<file path="src/include/uvpil_defs.svh">
// register offsets, field positions, reset values and scaling constants of the bank
`ifndef UVPIL_DEFS_SVH
`define UVPIL_DEFS_SVH

`define UVPIL_ADDR_W            8
`define UVPIL_DATA_W            8

`define UVPIL_OFF_FLAGS         8'h02
`define UVPIL_OFF_LINE_IMP_VAL  8'h1F
`define UVPIL_OFF_UV_LIMIT      8'h34
`define UVPIL_OFF_LINE_IMP_LIM  8'h35
`define UVPIL_OFF_LOAD_LINE     8'h36
`define UVPIL_OFF_IRQ_MASK      8'h3D

`define UVPIL_RST_UV_LIMIT      8'h00
`define UVPIL_RST_LINE_IMP_LIM  8'h00
`define UVPIL_RST_LOAD_LINE     8'h00
`define UVPIL_RST_FLAGS         8'h00
`define UVPIL_RST_IRQ_MASK      8'h00

`define UVPIL_BIT_EOC_SHUTDOWN  7
`define UVPIL_UV_FIELD_MSB      6
`define UVPIL_BIT_LL_ENABLE     3
`define UVPIL_LL_FIELD_MSB      2
`define UVPIL_BIT_FLAG_SHUTDOWN 0
`define UVPIL_BIT_FLAG_LINE_IMP 2
`define UVPIL_FLAG_USED_MASK    8'h05

`define UVPIL_UV_FULL_MV        11'h60E
`define UVPIL_UV_STEPS_LOG2     7
`define UVPIL_UV_PROD_W         18
`define UVPIL_THR_W             11

`define UVPIL_DROOP_W           13
`define UVPIL_DROOP_CODE0       13'h141E
`define UVPIL_DROOP_CODE1       13'h0A28
`define UVPIL_DROOP_CODE2       13'h04E2
`define UVPIL_DROOP_CODE3       13'h0271
`define UVPIL_DROOP_CODE4       13'h012C
`define UVPIL_DROOP_CODE5       13'h0096
`define UVPIL_DROOP_CODE6       13'h0046
`define UVPIL_DROOP_CODE7       13'h0000

`endif

</file>
<file path="src/include/uvpil_pkg.sv">
// types shared by the undervoltage, line-impedance and load-line register bank
package uvpil_pkg;
  typedef logic [7:0] uvpil_byte_t;
  typedef enum logic [1:0] {
    UVPIL_RUN,
    UVPIL_DRAIN,
    UVPIL_HALT
  } uvpil_sd_state_t;
endpackage : uvpil_pkg

</file>
<file path="src/core/uvpil_regs.sv">
// undervoltage, line-impedance and load-line configuration bank with flags and interrupt
// Functional notes
// - on a flag shutdown the auxiliary pwm output stops at once regardless of bit 7.
// - with bit 7 of the undervoltage register set the other pwm outputs stop at cycle end.
// - bit 7 only acts when the auxiliary pwm output is the regulating output.
// - the 7-bit undervoltage field sets a threshold of field/128 times 1.55 V.
// - the 8-bit line-impedance limit is compared with the measured impedance reading.
// - a reading above the limit sets bit 2 of the flag register at 0x02.
// - bit 3 of the load-line register enables droop; when clear there is no droop.
// - the 3-bit load-line code selects droop from 51.5 mohm down to zero.
//
// Implementation choice: the strobed register port.
`timescale 1ns/1ps
`include "uvpil_defs.svh"
module uvpil_regs
  import uvpil_pkg::*;
#(
  parameter int ADDR_W = `UVPIL_ADDR_W,
  parameter int DATA_W = `UVPIL_DATA_W
) (
  // clock, reset, enable
  input  wire logic                      sys_clk,
  input  wire logic                      srst,
  input  wire logic                      clk_en,
  // register port
  input  wire logic [ADDR_W-1:0]         reg_addr,
  input  wire logic [DATA_W-1:0]         reg_wdata,
  input  wire logic                      reg_wr,
  input  wire logic                      reg_rd,
  output logic      [DATA_W-1:0]         reg_rdata,
  // measurements and power-stage status
  input  wire logic [7:0]                line_impedance_value,
  input  wire logic                      fault_shutdown,
  input  wire logic                      aux_regulates,
  input  wire logic                      cycle_end,
  // pwm enables
  output logic                           aux_pwm_output_en,
  output logic                           main_pwm_en,
  // protection and load-line settings
  output logic [`UVPIL_UV_FIELD_MSB:0]   undervoltage_protection_code,
  output logic [`UVPIL_THR_W-1:0]        undervoltage_protection_mv,
  output logic                           line_impedance_flag,
  output logic                           load_line_enable,
  output logic [`UVPIL_DROOP_W-1:0]      load_line_droop,
  // interrupt
  output logic                           irq
);

  // droop in units of 10 micro-ohm for a load-line code
  function automatic logic [`UVPIL_DROOP_W-1:0] droop_of(input logic [2:0] code);
    case (code)
      3'h0:    droop_of = `UVPIL_DROOP_CODE0;
      3'h1:    droop_of = `UVPIL_DROOP_CODE1;
      3'h2:    droop_of = `UVPIL_DROOP_CODE2;
      3'h3:    droop_of = `UVPIL_DROOP_CODE3;
      3'h4:    droop_of = `UVPIL_DROOP_CODE4;
      3'h5:    droop_of = `UVPIL_DROOP_CODE5;
      3'h6:    droop_of = `UVPIL_DROOP_CODE6;
      default: droop_of = `UVPIL_DROOP_CODE7;
    endcase
  endfunction : droop_of

  // address match used by both the write and read decoders
  function automatic logic hit(input logic [ADDR_W-1:0] a, input logic [ADDR_W-1:0] off);
    hit = (a == off);
  endfunction : hit

  uvpil_byte_t sense1_undervoltage_limit;
  uvpil_byte_t line_impedance_limit;
  uvpil_byte_t load_line_impedance;
  uvpil_byte_t flags;
  uvpil_byte_t irq_mask;
  uvpil_byte_t next_flags;
  uvpil_byte_t flag_events;
  uvpil_byte_t flag_clear;
  uvpil_byte_t rd_mux;

  logic                          wr_uv;
  logic                          wr_lim;
  logic                          wr_ll;
  logic                          wr_flags;
  logic                          wr_mask;
  logic                          imp_over;
  logic                          aux_en_int;
  logic                          main_en_int;
  logic [`UVPIL_UV_PROD_W-1:0]   uv_product;
  logic [`UVPIL_THR_W-1:0]       uv_mv;
  logic [`UVPIL_DROOP_W-1:0]     droop_sel;

  // write decode
  assign wr_uv    = reg_wr && hit(reg_addr, `UVPIL_OFF_UV_LIMIT);
  assign wr_lim   = reg_wr && hit(reg_addr, `UVPIL_OFF_LINE_IMP_LIM);
  assign wr_ll    = reg_wr && hit(reg_addr, `UVPIL_OFF_LOAD_LINE);
  assign wr_flags = reg_wr && hit(reg_addr, `UVPIL_OFF_FLAGS);
  assign wr_mask  = reg_wr && hit(reg_addr, `UVPIL_OFF_IRQ_MASK);

  // undervoltage threshold in millivolts, field/128 of full scale
  assign uv_product = `UVPIL_UV_PROD_W'(sense1_undervoltage_limit[`UVPIL_UV_FIELD_MSB:0])
                      * `UVPIL_UV_PROD_W'(`UVPIL_UV_FULL_MV);
  assign uv_mv      = `UVPIL_THR_W'(uv_product >> `UVPIL_UV_STEPS_LOG2);

  // line-impedance comparison against the programmed limit
  assign imp_over = line_impedance_value > line_impedance_limit;

  // flag events; set wins over a write-one clear in the same cycle
  always_comb begin
    flag_events = 8'h00;
    flag_events[`UVPIL_BIT_FLAG_LINE_IMP] = imp_over;
    flag_events[`UVPIL_BIT_FLAG_SHUTDOWN] = fault_shutdown;
  end

  assign flag_clear = wr_flags ? reg_wdata : 8'h00;
  assign next_flags = ((flags & ~flag_clear) | flag_events) & `UVPIL_FLAG_USED_MASK;

  // droop disabled gives no lowering of the target
  assign droop_sel = load_line_impedance[`UVPIL_BIT_LL_ENABLE]
                     ? droop_of(load_line_impedance[`UVPIL_LL_FIELD_MSB:0])
                     : `UVPIL_DROOP_CODE7;

  // read selection
  assign rd_mux = hit(reg_addr, `UVPIL_OFF_UV_LIMIT)     ? sense1_undervoltage_limit :
                  hit(reg_addr, `UVPIL_OFF_LINE_IMP_LIM) ? line_impedance_limit :
                  hit(reg_addr, `UVPIL_OFF_LOAD_LINE)    ? load_line_impedance :
                  hit(reg_addr, `UVPIL_OFF_FLAGS)        ? flags :
                  hit(reg_addr, `UVPIL_OFF_IRQ_MASK)     ? irq_mask :
                  hit(reg_addr, `UVPIL_OFF_LINE_IMP_VAL) ? line_impedance_value :
                  8'h00;

  // undervoltage limit and end-of-cycle select
  always_ff @(posedge sys_clk) begin
    if (srst) begin
      sense1_undervoltage_limit <= `UVPIL_RST_UV_LIMIT;
    end else if (clk_en && wr_uv) begin
      sense1_undervoltage_limit <= reg_wdata;
    end
  end

  // line-impedance limit
  always_ff @(posedge sys_clk) begin
    if (srst) begin
      line_impedance_limit <= `UVPIL_RST_LINE_IMP_LIM;
    end else if (clk_en && wr_lim) begin
      line_impedance_limit <= reg_wdata;
    end
  end

  // load-line register, upper nibble kept as written
  always_ff @(posedge sys_clk) begin
    if (srst) begin
      load_line_impedance <= `UVPIL_RST_LOAD_LINE;
    end else if (clk_en && wr_ll) begin
      load_line_impedance <= reg_wdata;
    end
  end

  // sticky flags
  always_ff @(posedge sys_clk) begin
    if (srst) begin
      flags <= `UVPIL_RST_FLAGS;
    end else if (clk_en) begin
      flags <= next_flags;
    end
  end

  // interrupt mask
  always_ff @(posedge sys_clk) begin
    if (srst) begin
      irq_mask <= `UVPIL_RST_IRQ_MASK;
    end else if (clk_en && wr_mask) begin
      irq_mask <= reg_wdata & `UVPIL_FLAG_USED_MASK;
    end
  end

  // read data, valid only in the cycle after the strobe
  always_ff @(posedge sys_clk) begin
    if (srst) begin
      reg_rdata <= 8'h00;
    end else if (clk_en) begin
      reg_rdata <= reg_rd ? rd_mux : 8'h00;
    end
  end

  // registered copies of derived settings
  always_ff @(posedge sys_clk) begin
    if (srst) begin
      undervoltage_protection_code <= '0;
      undervoltage_protection_mv   <= '0;
      load_line_enable             <= 1'b0;
      load_line_droop              <= '0;
      line_impedance_flag          <= 1'b0;
      irq                          <= 1'b0;
      aux_pwm_output_en            <= 1'b0;
      main_pwm_en                  <= 1'b0;
    end else if (clk_en) begin
      undervoltage_protection_code <= sense1_undervoltage_limit[`UVPIL_UV_FIELD_MSB:0];
      undervoltage_protection_mv   <= uv_mv;
      load_line_enable             <= load_line_impedance[`UVPIL_BIT_LL_ENABLE];
      load_line_droop              <= droop_sel;
      line_impedance_flag          <= next_flags[`UVPIL_BIT_FLAG_LINE_IMP];
      irq                          <= |(next_flags & irq_mask);
      aux_pwm_output_en            <= aux_en_int;
      main_pwm_en                  <= main_en_int;
    end
  end

  uvpil_shutdown u_shutdown (
    .sys_clk           (sys_clk),
    .srst              (srst),
    .clk_en            (clk_en),
    .fault_shutdown    (fault_shutdown),
    .end_of_cycle_sel  (sense1_undervoltage_limit[`UVPIL_BIT_EOC_SHUTDOWN]),
    .aux_regulates     (aux_regulates),
    .cycle_end         (cycle_end),
    .aux_pwm_output_en (aux_en_int),
    .main_pwm_en       (main_en_int)
  );

endmodule : uvpil_regs

</file>
<file path="src/core/uvpil_shutdown.sv">
// pwm shutdown sequencing after a flag shutdown
`timescale 1ns/1ps
`include "uvpil_defs.svh"
module uvpil_shutdown
  import uvpil_pkg::*;
(
  // clock and reset
  input  wire logic sys_clk,
  input  wire logic srst,
  input  wire logic clk_en,
  // control
  input  wire logic fault_shutdown,
  input  wire logic end_of_cycle_sel,
  input  wire logic aux_regulates,
  input  wire logic cycle_end,
  // pwm enables
  output logic      aux_pwm_output_en,
  output logic      main_pwm_en
);
  uvpil_sd_state_t state;
  uvpil_sd_state_t next_state;
  logic            wait_cycle_end;

  assign wait_cycle_end = end_of_cycle_sel & aux_regulates;

  always_comb begin
    next_state = state;
    case (state)
      UVPIL_RUN: begin
        if (fault_shutdown) begin
          if (wait_cycle_end && !cycle_end) begin
            next_state = UVPIL_DRAIN;
          end else begin
            next_state = UVPIL_HALT;
          end
        end
      end
      UVPIL_DRAIN: begin
        if (cycle_end) begin
          next_state = UVPIL_HALT;
        end
      end
      UVPIL_HALT: begin
        if (!fault_shutdown) begin
          next_state = UVPIL_RUN;
        end
      end
      default: next_state = UVPIL_HALT;
    endcase
  end

  always_ff @(posedge sys_clk) begin
    if (srst) begin
      state             <= UVPIL_HALT;
      aux_pwm_output_en <= 1'b0;
      main_pwm_en       <= 1'b0;
    end else if (clk_en) begin
      state             <= next_state;
      aux_pwm_output_en <= !fault_shutdown && next_state == UVPIL_RUN;
      main_pwm_en       <= next_state != UVPIL_HALT;
    end
  end
endmodule : uvpil_shutdown

</file>
<file path="config.mk">
export PLATFORM = sky130hd
export DESIGN_NAME = uvpil_regs
export DESIGN_NICKNAME = d
export VERILOG_FILES = /design/src/include/uvpil_pkg.sv /design/src/core/uvpil_regs.sv /design/src/core/uvpil_shutdown.sv
export VERILOG_INCLUDE_DIRS = /design/src /design/src/include
export SDC_FILE = /design/constraint.sdc
export NUM_CORES = 1
export LEC_CHECK = 0
export BUFFER_PORTS_ARGS = -buffer_cell sky130_fd_sc_hd__buf_4
export CORE_MARGIN = 2
export CORE_UTILIZATION = 35
export DETAILED_ROUTE_END_ITERATION = 12
export GPL_ROUTABILITY_DRIVEN = 0
export HOLD_SLACK_MARGIN = 0.12
export PLACE_DENSITY = 0.55
export SLEW_MARGIN = 20
export SYNTH_ARGS = -nofsm -noshare
export SYNTH_HDL_FRONTEND = slang
export SYNTH_SLANG_ARGS = --single-unit
</file>
<file path="constraint.sdc">
create_clock -name sys_clk -period 4.4 [get_ports sys_clk]
set_input_delay 1.32 -clock sys_clk [delete_from_list [all_inputs] [get_ports sys_clk]]
set_output_delay 1.32 -clock sys_clk [all_outputs]
set_load 0.02 [all_outputs]
</file>
==> summary.md <==
| Metric | Value |
|---|---|
| Area of the multi-input gates | `2570 um^2` |
| Worst setup startpoint | `sense1_undervoltage_limit[4]` |
| Leading area contributor after synthesis | `dfxtp_1` |
| Final period utilization | `0.896` |
| Max frequency | `254 MHz` |
| Grt total ovfl | `0` |
| Top cell type's share of synthesized area | `0.353` |
| DP Wirelength | `8070 um` |
| Critical Path Fanout Max | `8` |
| Worst relative slew slack | `0.335` |
| CTS tree | `done` |
| Vias | `3618` |
| Origin of the critical flop-to-flop path | `sense1_undervoltage_limit[4]` |
| DRT iter0 DRCs | `211` |
| Most frequent cells in the layout | `78 x buf_4, 75 x dfxtp_1, 58 x nor2_1, 49 x ha_1` |
| Crit-path cells | `ha_1, ha_1, fa_1, ha_1, ha_1, a211oi_1, a211oi_1, a221o_2, a211o_1, or4_1, nand3_1` |
| Total Routed Length | `10700 um` |
| Mean Syn Cell Area | `8.95 um^2` |
| Routed vias/inst | `5.24` |
| Clock Latency Late Sink | `0.34 ns` |
| Synthesis-stage register bit count | `75` |
| Critical-path top delay cell | `dfxtp_1` |
| Synth top area cells | `dfxtp_1 35%, ha_1 14%, mux2i_1 8.9%` |
| Final Max Tran Viols | `0` |
| Register area share after synthesis | `0.353` |
| Row cnt | `40` |
| Final ANT Viol Nets | `0` |
| Required @ worst endpoint | `4.68 ns` |
| TritonCTS Buffers | `9` |
| Max Cap Violations | `0` |
| Hold_sp | `u_shutdown.main_pwm_en` |
| Die footprint | `13000 um^2` |
| Setup violators final | `0` |
| Reg2Reg Setup Slack | `0.46 ns` |
| Setup_tns | `0 ns` |
| Post-synth EDFFs | `0` |
| Post-synth net total | `562` |
| Minimum clock period | `3.94 ns` |
| Number of H-tree levels | `3` |
| Clk pin slew, worst setup/hold paths | `0.06 ns` |
| Syn Inst Count | `475` |
| Area of the core | `11900 um^2` |
| Buf/Inv on CP | `0` |
| CP top delay family | `adder cells` |
| Pre-CTS WS | `0.476 ns` |
| PwrDens | `295 nW/um^2` |
| Max Root-Sink Buffers | `2` |
| PostCTS Resize Cnt | `0` |
| Post-Syn Area | `4250 um^2` |
| Die W | `114 um` |
| Clock Sinks | `75` |
| Top Ports | `76` |
| Fill cell count | `1209` |
| Reg area | `1500 um^2` |
| Area Overhead vs Synth | `23.0%` |
| Ys Warns | `0` |
| Hold-fix buffers at CTS | `0` |
| Post-CTS setup buffers | `0` |
| Initial Utilization | `0.357` |
| Setup Skew | `0.00829 ns` |
| Crit Path Category | `reg2reg` |
| Total GRT Usage | `0.172` |
| Worst-Margin Slew | `0.994 ns` |
| Initial DRT Pass Iterations | `4` |
| Share of layout cells above drive strength 1 | `0.178` |
| Most frequent CP cell | `ha_1` |
| Commonest non-fill, non-tap cell in the layout | `buf_4` |
| CTS Root Cell | `clkbuf_16` |
| Netlist cell types | `52` |
| Final Hold Viols | `0` |
| Ys flop type | `dfxtp_1` |
| Global-route wire length before repair | `17800 um` |
| Static leakage | `2.41 nW` |
| Routed wire per std cell | `15.5 um` |
| Final WS setup | `0.457 ns` |
| Largest net degree at the start of global routing | `67` |
| Vias in the first global route | `3549` |
| # nets final | `626` |
| Post-route non-filler standard cell count | `691` |
| CP arrival | `4.22 ns` |
| Dpl cells | `675` |
| VDD IR-drop max | `0.138 mV` |
| Status | `finished clean` |
| Initial antenna violation count | `0` |
| RSZ-0062 raised after global routing | `no` |
| Critical Path End Type | `register` |
| Async set or reset register ratio after synthesis | `0` |
| Critical Path Max Stage Delay | `0.53 ns` |
| Final core occ | `0.439` |
| Port Buf Inserts | `75` |
| N_diodes | `0` |
| Worst Hold Class | `reg2reg` |
| Startpoint types | `register` |
| Die height | `114 um` |
| Remaining routing DRC violations | `0` |
[final cells by class]
| class | instances | share of cell area |
|---|---|---|
| Multi-Input combinational cell | 352 | 0.491 |
| Sequential cell | 75 | 0.287 |
| Timing Repair Buffer | 78 | 0.112 |
| Clock buffer | 12 | 0.0490 |
| Tap cell | 147 | 0.0352 |
| Inverter | 23 | 0.0165 |
| Clock inverter | 4 | 0.00933 |
[layer usage]
layer | track usage | wire length, um | up-vias
li1 | - | - | 1836
met1 | 0.226 | 5050 | 1708
met2 | 0.281 | 5180 | 60
met3 | 0.0334 | 248 | 14
met4 | 0.0650 | 199 | 0
met5 | 0 | 0 | -
[stage by stage]
| step | cell area (um^2) | hold WS (ns) | total power, W |
|---|---|---|---|
| after floorplan | 4250 | 0.427 | 0.000751 |
| final | 5230 | 0.457 | 0.00154 |
| after detailed placement | 4920 | 0.450 | 0.000800 |
| after CTS | 5230 | 0.463 | 0.00156 |
| after global routing | 5230 | 0.480 | 0.00161 |
| after global placement | 4920 | 0.443 | 0.000799 |
[worst reg2reg max path, delay by kind of cell, from the launching register on]
family / cells / cell delay [ns]
compound gates: 4 / 1.11
flops: 1 / 0.53
fa+ha+maj: 5 / 1.77
simple gates: 2 / 0.48
[where the power goes]
part | total (W) | leakage, nW | switching (W) | internal, W
Sequential | 0.000688 | 0.606 | 0.00000376 | 0.000684
Combinational | 0.0000966 | 1.66 | 0.0000574 | 0.0000392
Clock | 0.000759 | 0.153 | 0.000289 | 0.000469
Total | 0.00154 | 2.41 | 0.000350 | 0.00119
[Yosys cell counts, types with 4 or more instances]
cell,n
a222oi_1,6
mux2i_1,38
and3_1,4
o21ai_0,22
nor2_1,58
a21oi_1,25
nand3_1,11
a31oi_1,4
ha_1,49
fa_1,6
xnor2_1,7
dfxtp_1,75
inv_1,23
nand2_1,38
clkbuf_1,19
nand2b_1,6
and4_1,4
a211oi_1,4
a22oi_1,4
nor2b_1,4
nor3_1,7
nand4_1,8
[cells by family (layout without fill, tap and decap cells)]
logic type      count (synthesis)  in the layout  share of synthesized area
mux                            38             38                     0.0894
buf+inv                        48            117                     0.0432
flops                          75             75                      0.353
simple gates                  156            156                      0.176
compound gates                 93             93                      0.145
fa+ha+maj                      55             55                      0.172
xor+xnor                       10             10                     0.0206
[state kept, by name, indices dropped and copies added (netlist names), 2 cells and up]
register,flops
irq_mask,2
sense1_undervoltage_limit,8
reg_rdata,8
undervoltage_protection_code,7
load_line_droop,13
undervoltage_protection_mv,11
load_line_impedance,8
u_shutdown.state,2
line_impedance_limit,8
[final timing paths]
kind                                        end  cells after the start
setup / recovery  undervoltage_protection_mv[9]                     11
hold / removal           u_shutdown.main_pwm_en                      1
setup reg to reg  undervoltage_protection_mv[9]                     11
hold reg to reg          u_shutdown.main_pwm_en                      1
Note: power is estimated with default switching activity, not from simulation.
